**config.mk**
```make
export PLATFORM = sky130hd
export DESIGN_NAME = prei_event_irq
export DESIGN_NICKNAME = d
export VERILOG_FILES = /design/src/hw/prei_pkg.sv /design/src/hw/prei_event_irq.sv
export SDC_FILE = /design/constraint.sdc
export NUM_CORES = 1
export LEC_CHECK = 0
export ABC_AREA = 1
export BUFFER_PORTS_ARGS = -buffer_cell sky130_fd_sc_hd__buf_4
export CORE_MARGIN = 3
export CORE_UTILIZATION = 45
export CTS_CLUSTER_DIAMETER = 50
export DETAILED_ROUTE_END_ITERATION = 7
export PLACE_DENSITY = 0.7
export SETUP_SLACK_MARGIN = 0.1
export SYNTH_ARGS = -nofsm -noshare
export SYNTH_HDL_FRONTEND = slang
export SYNTH_SLANG_ARGS = --single-unit
```
**constraint.sdc**
```tcl
create_clock -name clk_i -period 5 [get_ports clk_i]
set_clock_uncertainty 0.15 [all_clocks]
set_input_delay 0.5 -clock clk_i [delete_from_list [all_inputs] [get_ports clk_i]]
set_output_delay 0.5 -clock clk_i [all_outputs]
set_load 0.01 [all_outputs]
```
**src/hw/prei_pkg.sv**
```systemverilog
// package for the page request event interrupt block: offsets, field positions, reset values, carriers
// assumes a 32-bit register port with byte offsets and one core clock
package prei_pkg;
  localparam logic [7:0] STATUS_OFS = 8'hdc;
  localparam logic [7:0] CTRL_OFS = 8'he0;
  localparam logic [7:0] DATA_OFS = 8'he4;
  localparam logic [7:0] ADDR_OFS = 8'he8;
  localparam logic [7:0] IRQ_STS_OFS = 8'hf0;
  localparam logic [7:0] IRQ_EN_OFS = 8'hf4;
  localparam int MASK_BIT = 31;
  localparam int PEND_BIT = 30;
  localparam int PPR_BIT = 0;
  localparam int PRO_BIT = 1;
  localparam int ADDR_LSB = 2;
  localparam int LOW_MSB = 15;
  localparam int UP_LSB = 16;
  localparam int IRQ_SENT_BIT = 0;
  localparam int IRQ_OVF_BIT = 1;
  localparam logic MASK_RST = 1'b1;
  localparam logic [31:0] DATA_RST = 32'h0;
  localparam logic [29:0] ADDR_RST = 30'h0;
  localparam logic [1:0] AL_ZERO = 2'h0;

  typedef struct packed {
    logic [31:0] addr;
    logic [31:0] data;
  } prei_msg_t;

  typedef struct packed {
    logic [7:0] addr;
    logic [31:0] wdata;
    logic wr;
    logic rd;
  } prei_bus_t;

  typedef struct packed {
    logic mask;
    logic pend;
    logic queue_entry_pending;
    logic queue_overflow_flag;
    logic [31:0] data;
    logic [29:0] addr;
    logic [1:0] ists;
    logic [1:0] ien;
    logic [31:0] rdata;
    logic seen;
  } prei_state_t;
endpackage : prei_pkg

```
**src/hw/prei_event_irq.sv**
```systemverilog
// page request event interrupt: mask/pending control, status flags and message issue
// assumes queue events and the hold condition come from logic on clk_i; message path takes valid/ready
// Summary of operation
// - mask bit resets to one
// - unmasked condition sends message from data, address
// - no message while mask set
// - new condition sets pending bit
// - queue entry added is a condition
// - queue overflow is a condition
// - flag already set: no new condition
// - pending stays set until message sent or entry flag serviced
// - sending the message clears pending
// - servicing entry flag clears pending, no message
// - low data bits form message data
// - upper data only with 32-bit data
// - no support: page request registers read zero, ignore writes; irq status and enable still work
// - overflow flag cleared by writing one
// - message address is dword aligned register
`timescale 1ns/1ps
module prei_event_irq #(
  parameter bit PRS_SUPPORT = 1'b1,
  parameter bit DATA32 = 1'b1
) (
  input wire logic clk_i,
  input wire logic rst_i,
  input wire logic [7:0] addr_i,
  input wire logic [31:0] wdata_i,
  input wire logic wr_i,
  input wire logic rd_i,
  output logic [31:0] rdata_o,
  input wire logic entry_added_i,
  input wire logic overflow_i,
  input wire logic hold_msg_i,
  output logic msg_valid_o,
  input wire logic msg_ready_i,
  output prei_pkg::prei_msg_t msg_o,
  output logic irq_o
);
  prei_pkg::prei_state_t st_r;
  prei_pkg::prei_state_t st_nxt;
  prei_pkg::prei_bus_t bus;
  logic new_cond;
  logic sent;
  logic ppr_svc;
  logic ovf_evt;
  logic wr_ctrl;
  logic wr_data;
  logic wr_addr;
  logic wr_sts;

  function automatic logic hit(input logic [7:0] a, input logic [7:0] ofs);
    hit = (a == ofs);
  endfunction : hit

  // any offset that this block answers; everything else reads zero
  function automatic logic known(input logic [7:0] a);
    known = hit(a, prei_pkg::STATUS_OFS) || hit(a, prei_pkg::CTRL_OFS) || hit(a, prei_pkg::DATA_OFS) ||
      hit(a, prei_pkg::ADDR_OFS) || hit(a, prei_pkg::IRQ_STS_OFS) || hit(a, prei_pkg::IRQ_EN_OFS);
  endfunction : known

  assign bus = '{addr: addr_i, wdata: wdata_i, wr: wr_i, rd: rd_i};
  // flags are the registered ones, so a clear in this cycle cannot fake a fresh condition
  assign new_cond = PRS_SUPPORT && (entry_added_i || overflow_i) && !st_r.queue_entry_pending && !st_r.queue_overflow_flag;
  assign ovf_evt = PRS_SUPPORT && overflow_i && !st_r.queue_overflow_flag;
  // message offered only when pending, unmasked and not held back
  assign msg_valid_o = st_r.pend && !st_r.mask && !hold_msg_i;
  assign sent = msg_valid_o && msg_ready_i;
  assign ppr_svc = PRS_SUPPORT && bus.wr && hit(bus.addr, prei_pkg::STATUS_OFS) && bus.wdata[prei_pkg::PPR_BIT];
  assign wr_ctrl = PRS_SUPPORT && bus.wr && hit(bus.addr, prei_pkg::CTRL_OFS);
  assign wr_data = PRS_SUPPORT && bus.wr && hit(bus.addr, prei_pkg::DATA_OFS);
  assign wr_addr = PRS_SUPPORT && bus.wr && hit(bus.addr, prei_pkg::ADDR_OFS);
  assign wr_sts = PRS_SUPPORT && bus.wr && hit(bus.addr, prei_pkg::STATUS_OFS);
  // one driver for the whole message struct
  assign msg_o = '{addr: {st_r.addr, prei_pkg::AL_ZERO}, data: st_r.data};
  assign rdata_o = st_r.rdata;
  assign irq_o = |(st_r.ists & st_r.ien);

  always_comb
  begin
    st_nxt = st_r;
    st_nxt.seen = 1'b1;
    // pending: a fresh condition wins over a send or a service in the same cycle
    if (new_cond)
    begin
      st_nxt.pend = 1'b1;
    end
    else if (sent || ppr_svc)
    begin
      st_nxt.pend = 1'b0;
    end
    else
    begin
      st_nxt.pend = st_r.pend;
    end
    if (PRS_SUPPORT && bus.wr)
    begin
      if (hit(bus.addr, prei_pkg::CTRL_OFS))
      begin
        // only the mask is writable; pending and reserved bits are dropped
        st_nxt.mask = bus.wdata[prei_pkg::MASK_BIT];
      end
      if (hit(bus.addr, prei_pkg::DATA_OFS))
      begin
        st_nxt.data[prei_pkg::LOW_MSB:0] = bus.wdata[prei_pkg::LOW_MSB:0];
        st_nxt.data[31:prei_pkg::UP_LSB] = DATA32 ? bus.wdata[31:prei_pkg::UP_LSB] : 16'h0;
      end
      if (hit(bus.addr, prei_pkg::ADDR_OFS))
      begin
        st_nxt.addr = bus.wdata[31:prei_pkg::ADDR_LSB];
      end
      if (hit(bus.addr, prei_pkg::STATUS_OFS))
      begin
        if (bus.wdata[prei_pkg::PPR_BIT])
        begin
          st_nxt.queue_entry_pending = 1'b0;
        end
        if (bus.wdata[prei_pkg::PRO_BIT])
        begin
          st_nxt.queue_overflow_flag = 1'b0;
        end
      end
    end
    if (bus.wr && hit(bus.addr, prei_pkg::IRQ_STS_OFS))
    begin
      st_nxt.ists = st_r.ists & ~bus.wdata[1:0];
    end
    if (bus.wr && hit(bus.addr, prei_pkg::IRQ_EN_OFS))
    begin
      st_nxt.ien = bus.wdata[1:0];
    end
    // hardware sets beat software clears, except a repeated overflow while the flag is set, where the clear wins
    if (PRS_SUPPORT && entry_added_i)
    begin
      st_nxt.queue_entry_pending = 1'b1;
    end
    if (ovf_evt)
    begin
      st_nxt.queue_overflow_flag = 1'b1;
      st_nxt.ists[prei_pkg::IRQ_OVF_BIT] = 1'b1;
    end
    if (sent)
    begin
      st_nxt.ists[prei_pkg::IRQ_SENT_BIT] = 1'b1;
    end
    st_nxt.rdata = 32'h0;
    if (bus.rd)
    begin
      // without page request support all but the irq status and enable registers read as zero
      if (PRS_SUPPORT && hit(bus.addr, prei_pkg::CTRL_OFS))
      begin
        st_nxt.rdata[prei_pkg::MASK_BIT] = st_r.mask;
        st_nxt.rdata[prei_pkg::PEND_BIT] = st_r.pend;
      end
      else if (PRS_SUPPORT && hit(bus.addr, prei_pkg::DATA_OFS))
      begin
        st_nxt.rdata = st_r.data;
      end
      else if (PRS_SUPPORT && hit(bus.addr, prei_pkg::ADDR_OFS))
      begin
        st_nxt.rdata = {st_r.addr, prei_pkg::AL_ZERO};
      end
      else if (PRS_SUPPORT && hit(bus.addr, prei_pkg::STATUS_OFS))
      begin
        st_nxt.rdata[prei_pkg::PPR_BIT] = st_r.queue_entry_pending;
        st_nxt.rdata[prei_pkg::PRO_BIT] = st_r.queue_overflow_flag;
      end
      else if (hit(bus.addr, prei_pkg::IRQ_STS_OFS))
      begin
        st_nxt.rdata[1:0] = st_r.ists;
      end
      else if (hit(bus.addr, prei_pkg::IRQ_EN_OFS))
      begin
        st_nxt.rdata[1:0] = st_r.ien;
      end
    end
  end

  always_ff @(posedge clk_i or posedge rst_i)
  begin
    if (rst_i)
    begin
      st_r <= '0;
      st_r.mask <= prei_pkg::MASK_RST;
      st_r.data <= prei_pkg::DATA_RST;
      st_r.addr <= prei_pkg::ADDR_RST;
    end
    else
    begin
      st_r <= st_nxt;
    end
  end
endmodule : prei_event_irq

```
==> results of run 1 <==
## cells by family (layout without fill, tap and decap cells)
logic type,count (synthesis),count (layout),synth area share (%)
simple gates,194,194,15.9
buf+inv,163,208,21.0
flops,102,102,51.6
compound gates,97,97,11.5
other cells,1,2,0.0758
## registers in the layout, indices dropped and copies added (netlist names)
register / count
rdata_o: 32
msg_o: 62
st_r: 8
## final timing paths
check / slack (ns) / from / to / cells after the start
min reg2reg: 0.36 / st_r[100]$_DFFE_PP0P_ / st_r[101]$_DFFE_PP0P_ / 1
min: 0.06 / rst_i / rdata_o[29]$_DFF_PP0_ / 2
max: 2.58 / addr_i[1] / msg_o[44]$_DFFE_PP0P_ / 8
max reg2reg: 3.83 / st_r[102]$_DFFE_PP1P_ / st_r[101]$_DFFE_PP0P_ / 4
max in group asynchronous: 3.54 / rst_i / msg_o[1]$_DFFE_PP0P_ / 3
min in group clk_i: 0.18 / entry_added_i / st_r[100]$_DFFE_PP0P_ / 2
## layout make-up
cell class	instances	area [um2]	share of cell area [%]
clock buffers	10	138	2.47
clock inverters	6	75.1	1.35
inverters	47	179	3.22
multi-input cells	293	1360	24.4
flip-flops and latches	102	2550	45.9
well taps	136	170	3.06
repair buffers	145	1090	19.6
## metrics by stage
step	utilization, %	hold slack [ns]
3_5_place_dp	50.9	0.346
4_1_cts	52.9	0.0629
2_1_floorplan	-	0.308
3_3_place_gp	50.9	0.337
5_1_grt	52.9	0.0919
6_report	52.9	0.0553
## synthesized netlist by cell type
cell type	n
nand2_1	149
dfrtp_1	101
buf_4	98
o21ai_1	46
inv_1	44
a21oi_2	20
o21ai_0	19
nor2_1	18
nand3_1	17
a21oi_1	10
buf_2	8
clkbuf_1	6
buf_12	3
inv_2	3
nand2_2	3
nand4_1	2
nor2_2	2
a21o_1	1
a22o_1	1
and2_4	1
buf_1	1
conb_1	1
dfstp_2	1
nor3_1	1
nor3_4	1
## power by group through the flow
stage | clock, mW | sequential [mW] | combinational, mW
floorplan | 0 | 0.887 | 0.107
global placement | 0 | 0.894 | 0.154
detailed placement | 0 | 0.895 | 0.158
CTS | 0.559 | 0.879 | 0.158
global route | 0.596 | 0.884 | 0.174
finish | 0.547 | 0.879 | 0.154
## worst max-delay path: stages
cell	delay, ns
buf_4	0.11
inv_1	0.04
nand2_1	0.09
nor2_1	0.23
and2_4	0.42
nand2_2	0.66
nand2_1	0.25
o21ai_1	0.10
## metal layers
metal,part of all wire (%),wire [um],track usage [%],vias to the layer above
met5,0,0,0,-
met4,1.3,127,4.93,0
met3,6.6,665,3.88,13
met2,50,4970,28.4,124
met1,42,4260,21.3,1646
li1,-,-,-,1729
==> metrics.csv, run 1 <==
stage;metric;value;unit
timing;post-route-min-period;2.42;ns
cts;tritoncts;yes;
timing;max_freq;0.414;GHz
power;power.switching;0.400;mW
timing;tns;0;ns
power;leakagePower;2.88;nW
cts;hold_buffers;0;
yosys;syn_area_per_cell;8.88;um2
floorplan;die-area;12300;um2
grt;antenna_found_initial;0;
job;cap_violations;0;
cts;ctsResizeCount;0;
drt;drc;0;
grt;gr-total-overflow;0;
cts;clk_latency;0.35;ns
placement;dp_hpwl;7200;um
placement;gp_congestion;0.835;
placement;place_area;5350;um2
setup_path;path_max_fanout;60;
power;power_frac_seq;55.6;%
layout;areaGrowthSynthToFinish;12.4;%
placement;port_buffers;143;
drt;dr_total_vias;3512;
yosys;seq_area_frac_synth;51.6;%
floorplan;die_h;111;um
yosys;syn_area;4950;um2
timing;setup_viol;0;
timing;tightestPinTransition;1.08;ns
drt;ant_nets;0;
drt;wl_per_cell;13.6;um
cts;cts_buffers;9;
yosys;synth_cell_types;25;
drt;vias_per_cell;4.75;
power;pwr-share-clk;34.6;%
grt;grt_max_degree;65;
floorplan;num_rows;37;
layout;fin_area;5560;um2
yosys;synth_top_cell_area_share;51.1;%
yosys;syn_inst;557;
power;p_sw_share;25.3;%
cts;clk_pin_slew_worst_paths;0.10;ns
power;p_per_area;284;nW/um2
power;p_comb_share;9.8;%
drt;drtIter0Drc;179;
layout;final_common_cell;nand2_1;
layout;nNetsFinal;646;
drt;drt_pass1_iterations;4;
layout;final_cells;739;
setup_path;required;5.04;ns
setup_path;crit_path_start_kind;primary input;
cts;htree_levels;3;
setup_path;cp.arrival;2.46;ns
floorplan;die_x;111;um
cts;clockRootBuffer;clkbuf_8;
timing;rsz0062_at_grt;no;
setup_path;crit_type;in2reg;
yosys;yosys.area.top_type;dfrtp_1;
grt;track_usage;16.7;%
timing;post-route-period-util;48.3;%
layout;most-common-layout-cells;149 x nand2_1, 145 x buf_4, 101 x dfrtp_1;
cts;cts.sinks;102;
layout;drive_gt1_share;32.0;%
power;p_total;1.58;mW
setup_path;crit_path_end_kind;flop;
timing;layout_setup_ws;2.58;ns
timing;final_hold_viol_count;0;
yosys;ys_ff_latch;102;
yosys;yosys_warnings;0;
yosys;yosys-top-cells-area;dfrtp_1 51%, buf_4 15%, nand2_1 11%;
layout;fillers;977;
layout;diodes;0;
grt;grt_pass1_wl;17000;um
drt;wirelength;10000;um
floorplan;initial_core_util;47.1;%
timing;timing.final.max_slew_violations;0;
worst_hold_path;hp-class;in2async;
floorplan;boundaryPins;146;
grt;grt_pass1_vias;3544;
run_status;status;complete, no violations;
power;cell_internal_pwr;1.18;mW
placement;dp.cells;723;
cts;post-cts-setup-buffers;0;
cts;cts_buffer_depth;2;
timing;timing.slew.headroom;27.4;%
floorplan;core-area;10500;um2
placement;dp_slack;2.17;ns
power;ir_worst_vdd;161;uV
Note: power is estimated with default switching activity, not from simulation.
==> inputs of run 2 (changes only) <==
--- a/config.mk
+++ b/config.mk
@@ -5,13 +5,13 @@
 export SDC_FILE = /design/constraint.sdc
 export NUM_CORES = 1
 export LEC_CHECK = 0
-export ABC_AREA = 1
+export ABC_AREA = 0
 export BUFFER_PORTS_ARGS = -buffer_cell sky130_fd_sc_hd__buf_4
 export CORE_MARGIN = 3
 export CORE_UTILIZATION = 45
 export CTS_CLUSTER_DIAMETER = 50
 export DETAILED_ROUTE_END_ITERATION = 7
-export PLACE_DENSITY = 0.7
+export PLACE_DENSITY = 0.73
 export SETUP_SLACK_MARGIN = 0.1
 export SYNTH_ARGS = -nofsm -noshare
 export SYNTH_HDL_FRONTEND = slang
==> constraint.sdc (replaced) <==
create_clock -name clk_i -period 2.1 [get_ports clk_i]
set_clock_uncertainty 0.15 [all_clocks]
set_input_delay 0.21 -clock clk_i [delete_from_list [all_inputs] [get_ports clk_i]]
set_output_delay 0.21 -clock clk_i [all_outputs]
set_load 0.01 [all_outputs]
==> metrics.csv, run 2 <==
stage;metric;value;unit;change
worst_hold_path;hp-class;in2reg;;
placement;dp.cells;608;;-16%
cts;tritoncts;yes;;
timing;tns;0;ns;unchanged
placement;dp_hpwl;7860;um;+9.2%
floorplan;initial_core_util;47.2;%;+0.13 points
cts;cts.sinks;102;;unchanged
drt;drc;0;;unchanged
floorplan;die-area;12400;um2;+0.67%
cts;cts_buffer_depth;2;;unchanged
power;p_comb_share;12.5;%;+2.7 points
yosys;syn_area;4980;um2;+0.71%
layout;areaGrowthSynthToFinish;22.9;%;
yosys;syn_area_per_cell;11.6;um2;+30%
layout;nNetsFinal;569;;-12%
setup_path;path_buf_inv;2;;unchanged
setup_path;crit_top_cell;buf_4;;
drt;drtIter0Drc;214;;+20%
floorplan;die_x;111;um;+0.33%
timing;final_hold_viol_count;0;;unchanged
yosys;synth_cell_types;41;;+64%
power;power.switching;0.938;mW;+130%
yosys;synthTopCellsByCount;101 x dfrtp_1, 96 x buf_4, 64 x mux2_2;;
timing;setup_viol;0;;unchanged
drt;wirelength;11500;um;+15%
yosys;ys_async_sr_fraction;100;%;unchanged
cts;clk_pin_slew_worst_paths;0.09;ns;about the same
drt;ant_nets;0;;unchanged
yosys;syn_inst;430;;-23%
yosys;yosysMostFrequentCell;dfrtp_1;;
drt;drt_pass1_iterations;5;;+1
drt;dr_total_vias;3453;;-1.7%
power;p_total;3.82;mW;+140%
power;pwr-share-clk;32.7;%;-1.9 points
setup_path;max_stage_delay;0.57;ns;-0.09 ns
timing;rsz0062_at_grt;no;;
cts;post-cts-setup-buffers;0;;unchanged
power;p_sw_share;24.6;%;-0.73 points
grt;grt_max_degree;103;;+58%
yosys;synth_edf_count;0;;unchanged
placement;gp_congestion;0.833;;-0.20%
power;power_frac_seq;54.8;%;-0.8 points
drt;wl_per_cell;17.4;um;+28%
placement;port_buffers;143;;unchanged
drt;vias_per_cell;5.22;;+9.8%
grt;gr-total-overflow;0;;unchanged
layout;final_cells;662;;-10%
timing;max_freq;0.576;GHz;
layout;final_common_cell;buf_4;;
power;cell_internal_pwr;2.88;mW;+140%
setup_path;cp.depth;5;;-3
cts;clockRootBuffer;clkbuf_8;;
power;ir_worst_vdd;368;uV;+130%
setup_path;crit_path_start_kind;primary input;;
setup_path;cp.arrival;1.83;ns;-0.63 ns
setup_path;required;2.19;ns;-2.85 ns
setup_path;crit_slowest_cell;or4b_4;;
floorplan;boundaryPins;146;;unchanged
timing;post-route-period-util;82.6;%;
yosys;ys.flop_type;dfrtp_1;;
yosys;ys_ff_latch;102;;unchanged
timing;tightestPinTransition;0.550;ns;-0.534 ns
yosys;yosys.area.top_type;dfrtp_1;;
setup_path;crit_type;in2reg;;
grt;grt_pass1_wl;18500;um;+8.7%
grt;track_usage;18.5;%;+1.8 points
grt;grt_pass1_vias;3612;;+1.9%
cts;cts_buffers;9;;unchanged
yosys;synth_top_cell_area_share;50.7;%;-0.36 points
timing;post-route-min-period;1.74;ns;
layout;most-common-layout-cells;159 x buf_4, 101 x dfrtp_1, 64 x mux2_2;;
yosys;yosys_warnings;0;;unchanged
floorplan;core-area;10600;um2;+0.44%
yosys;seq_area_frac_synth;51.2;%;-0.36 points
floorplan;die_h;111;um;+0.33%
setup_path;rr_worst_depth;4;;unchanged
layout;diodes;0;;unchanged
job;cap_violations;0;;unchanged
yosys;yosys-top-cells-area;dfrtp_1 51%, buf_4 14%, mux2_2 14%;;
worst_hold_path;worstHoldPathCells;3;;
setup_path;crit_path_end_kind;flop;;
setup_path;crit_chain;buf_4 -> or4b_4 -> nor4_4 -> buf_4 -> mux2_2;;
power;p_per_area;624;nW/um2;+120%
layout;largest_reg_flops;62;;unchanged
layout;drive_gt1_share;47.3;%;+15 points
run_status;status;complete, no violations;;
grt;antenna_found_initial;0;;unchanged
floorplan;num_rows;37;;unchanged
timing;timing.slew.headroom;63.3;%;+36 points
setup_path;crit_family;simple AND/OR/NAND/NOR gates;;
cts;htree_levels;3;;unchanged
timing;timing.final.max_slew_violations;0;;unchanged
power;leakagePower;3.02;nW;+4.8%
setup_path;path_max_fanout;19;;-68%
cts;clk_latency;0.36;ns;about the same
[run 2: cell count changes after synthesis, moves of 5 or more]
cell and delta:
buf_6 +5, inv_1 -38, a21oi_2 -20, a21oi_1 +20
o21ai_0 -16, nand3_1 +41, nor2_1 -13, mux2_2 +64
nand2_1 -145, o21ai_1 -46
[run 2: path summary, 6_finish.rpt]
| kind | to | start | slack, ns |
|---|---|---|---|
| min | rdata_o[30]$_DFF_PP0_ | addr_i[2] | 0.04 |
| min in group asynchronous | rdata_o[17]$_DFF_PP0_ | rst_i | 0.38 |
| max reg2reg | st_r[35]$_DFFE_PP0P_ | st_r[102]$_DFFE_PP1P_ | 0.54 |
| min reg2reg | msg_o[63]$_DFFE_PP0P_ | msg_o[63]$_DFFE_PP0P_ | 0.38 |
| max in group asynchronous | st_r[102]$_DFFE_PP1P_ | rst_i | 0.97 |
| max | msg_o[27]$_DFFE_PP0P_ | addr_i[1] | 0.36 |
[run 2: repair_timing]
item,CTS,global route
endpoints found under the hold margin,170,0
endpoints found under the setup margin,0,0
gates resized for setup,0,0
hold buffers,38,0
[run 2: cell families after synthesis]
family | count (synthesis) | share of synthesized area (%)
flip-flops | 102 | 51.2
other | 1 | 0.0752
multiplexers | 67 | 15.1
AND/OR/NAND/NOR | 91 | 10.4
buffers and inverters | 125 | 17.6
AO/OA/AOI/OAI | 44 | 5.55
[run 2: worst register-to-register path: cells and delay by family, from the launching register on]
kind | cells | cell delay (ns)
DFF | 1 | 0.39
buffers and inverters | 1 | 0.57
and+or+nand+nor | 3 | 0.40
[run 2: area by class of cell]
class	instances	area, um2
Inverter	6	26.3
Multi-Input combinational cell	204	1580
Sequential cell	102	2550
Fill cell	867	4430
Timing Repair Buffer	198	1590
Clock inverter	5	57.6
Clock buffer	11	141
Tap cell	136	170
[run 2: per-stage QoR]
step | hold WS [ns] | instance area (um2) | setup WS, ns | util (%)
2_1_floorplan | 0.152 | 4990 | 0.187 | -
3_3_place_gp | 0.254 | 5540 | 0.0195 | 52.5
3_5_place_dp | 0.257 | 5540 | -0.0198 | 52.5
4_1_cts | 0.0150 | 6120 | 0.371 | 58.0
5_1_grt | 0.0327 | 6120 | 0.321 | 58.0
6_report | 0.0362 | 6120 | 0.365 | 58.0
[run 2: layer usage]
metal  vias to the layer above  track usage (%)  routed length (um)
met2                       140             32.3                5760
met4                         0             6.16                 177
met5                         -                0                   0
met1                      1712             22.4                4690
li1                       1584                -                   -
met3                        17             4.64                 864
[run 2: power groups by stage]
stage / Clock, mW / Combinational, mW / Sequential, mW
finish: 1.25 / 0.478 / 2.09
global placement: 0 / 0.416 / 2.12
global route: 1.36 / 0.519 / 2.10
floorplan: 0 / 0.274 / 2.11
CTS: 1.28 / 0.484 / 2.09
detailed placement: 0 / 0.428 / 2.13
==> inputs of run 3 (changes only) <==
--- a/config.mk
+++ b/config.mk
@@ -11,7 +11,7 @@
 export CORE_UTILIZATION = 45
 export CTS_CLUSTER_DIAMETER = 50
 export DETAILED_ROUTE_END_ITERATION = 7
-export PLACE_DENSITY = 0.73
+export PLACE_DENSITY = 0.7
 export SETUP_SLACK_MARGIN = 0.1
 export SYNTH_ARGS = -nofsm -noshare
 export SYNTH_HDL_FRONTEND = slang
==> constraint.sdc (replaced) <==
create_clock -name clk_i -period 1.78 [get_ports clk_i]
set_clock_uncertainty 0.15 [all_clocks]
set_input_delay 0.178 -clock clk_i [delete_from_list [all_inputs] [get_ports clk_i]]
set_output_delay 0.178 -clock clk_i [all_outputs]
set_load 0.01 [all_outputs]
==> metrics.csv, run 3 (synthesis gave the netlist of run 2 again) <==
stage;metric;value;unit;change
run_status;status;complete, no violations;;
layout;final_cells;666;;+0.60%
setup_path;crit_chain;buf_4 -> or4b_4 -> nor4_4 -> buf_6 -> mux2_2;;
drt;wl_per_cell;17.4;um;about the same
power;leakagePower;3.05;nW;+1.1%
timing;tns;0;ns;unchanged
layout;largest_reg_flops;62;;unchanged
drt;wirelength;11600;um;+0.69%
setup_path;path_max_fanout;18;;-1
layout;diodes;0;;unchanged
grt;antenna_found_initial;0;;unchanged
timing;timing.slew.headroom;64.3;%;+0.96 points
layout;most-common-layout-cells;158 x buf_4, 101 x dfrtp_1, 64 x mux2_2;;
grt;grt_max_degree;103;;unchanged
setup_path;max_stage_delay;0.57;ns;about the same
setup_path;r2r_setup_slack;0.22;ns;-0.32 ns
setup_path;rr_worst_depth;4;;unchanged
setup_path;cp.arrival;1.77;ns;-0.06 ns
floorplan;initial_core_util;47.2;%;unchanged
placement;dp.cells;611;;+0.49%
worst_hold_path;worstHoldPathCells;4;;+1
timing;final_hold_viol_count;0;;unchanged
worst_hold_path;hp-class;in2reg;;
floorplan;boundaryPins;146;;unchanged
timing;post-route-min-period;1.68;ns;
placement;port_buffers;143;;unchanged
worst_hold_path;worstHoldStart;hold_msg_i;;
cts;cts.sinks;102;;unchanged
setup_path;crit_type;in2reg;;
timing;timing.final.max_slew_violations;0;;unchanged
grt;track_usage;19.1;%;+0.53 points
worst_hold_path;hold_end;st_r[101]$_DFFE_PP0P_;;
setup_path;crit_path_start_kind;primary input;;
timing;layout_setup_ws;0.102;ns;-0.263 ns
power;ir_worst_vdd;389;uV;+5.6%
floorplan;die_x;111;um;unchanged
cts;clockRootBuffer;clkbuf_8;;
drt;drc;0;;unchanged
setup_path;r2r_end;st_r[35]$_DFFE_PP0P_;;
layout;final_common_cell;buf_4;;
drt;drt_pass1_iterations;4;;-1
setup_path;crit_path_end_kind;flop;;
cts;tritoncts;yes;;
cts;clk_latency;0.36;ns;about the same
floorplan;die-area;12400;um2;unchanged
floorplan;die_h;111;um;unchanged
cts;post-cts-setup-buffers;0;;unchanged
timing;max_freq;0.596;GHz;
drt;vias_per_cell;5.20;;-0.26%
placement;dp_slack;-0.304;ns;-0.285 ns
job;cap_violations;0;;unchanged
layout;drive_gt1_share;51.7;%;+4.4 points
drt;ant_nets;0;;unchanged
grt;grt_pass1_wl;19100;um;+3.3%
power;p_total;4.50;mW;+18%
timing;hold-worst-slack;0.0407;ns;+0.00458 ns
drt;drtIter0Drc;231;;+7.9%
layout;areaGrowthSynthToFinish;25.9;%;
floorplan;num_rows;37;;unchanged
cts;cts_buffers;9;;unchanged
power;p_per_area;717;nW/um2;+15%
cts;clk_pin_slew_worst_paths;0.10;ns;about the same
floorplan;core-area;10600;um2;unchanged
timing;rsz0062_at_grt;yes;;
setup_path;required;1.87;ns;-0.32 ns
grt;grt_pass1_vias;3653;;+1.1%
cts;htree_levels;3;;unchanged
drt;dr_total_vias;3465;;+0.35%
grt;gr-total-overflow;0;;unchanged
setup_path;crit_slowest_cell;or4b_4;;
setup_path;rr_startpoint;st_r[102]$_DFFE_PP1P_;;
placement;dp_hpwl;7770;um;-1.2%
timing;tightestPinTransition;0.536;ns;-0.0144 ns
cts;cts_buffer_depth;2;;unchanged
timing;post-route-period-util;94.3;%;
timing;setup_viol;0;;unchanged
layout;nNetsFinal;573;;+0.70%
placement;gp_congestion;0.817;;-1.9%
==> run 3: per-stage QoR <==
stage	area [um2]	utilization, %
after CTS	6270	59.4
after detailed placement	5680	53.8
after global placement	5680	53.8
final	6280	59.5
after floorplan	5090	-
after global routing	6280	59.5
==> run 3: worst max path at each step <==
stage	start	end	slack [ns]
3_3_place_gp	addr_i[1]	msg_o[17]$_DFFE_PP0P_	-0.29
6_report	addr_i[1]	msg_o[1]$_DFFE_PP0P_	0.10
4_1_cts	addr_i[1]	msg_o[31]$_DFFE_PP0P_	0.11
5_1_grt	addr_i[1]	msg_o[0]$_DFFE_PP0P_	0.09
2_1_floorplan	addr_i[1]	msg_o[20]$_DFFE_PP0P_	-0.10
3_5_place_dp	addr_i[1]	msg_o[18]$_DFFE_PP0P_	-0.30
==> run 3: final cells by class <==
cell class,count,area [um2]
fill,847,4280
sequential,102,2550
multi-input combinational,204,1670
timing repair buffer,202,1660
tap,136,170
clock buffer,11,151
clock inverter,5,46.3
inverter,6,26.3
==> run 3: layer usage <==
layer	share of wire [%]	track usage, %
met4	1.1	4.14
met1	42	23.9
met3	5.8	4.42
met2	51	33.6
met5	0	0
==> run 3: power breakdown <==
| part | switching [mW] | internal [mW] |
|---|---|---|
| logic | 0.265 | 0.316 |
| registers | 0.0719 | 2.40 |
| clock network | 0.833 | 0.614 |
| total | 1.17 | 3.33 |
==> run 3: worst max-delay path, delay by kind of cell <==
kind                   cells  cell delay, ns
buffers and inverters      2            0.38
AND/OR/NAND/NOR            2            0.85
multiplexers               1            0.36
==> run 3: what timing repair did <==
| action | CTS | global route |
|---|---|---|
| endpoints found under the hold margin | 171 | 0 |
| setup endpoints to repair | 11 | 13 |
| gates resized for setup | 1 | 2 |
| hold buffers | 39 | 0 |
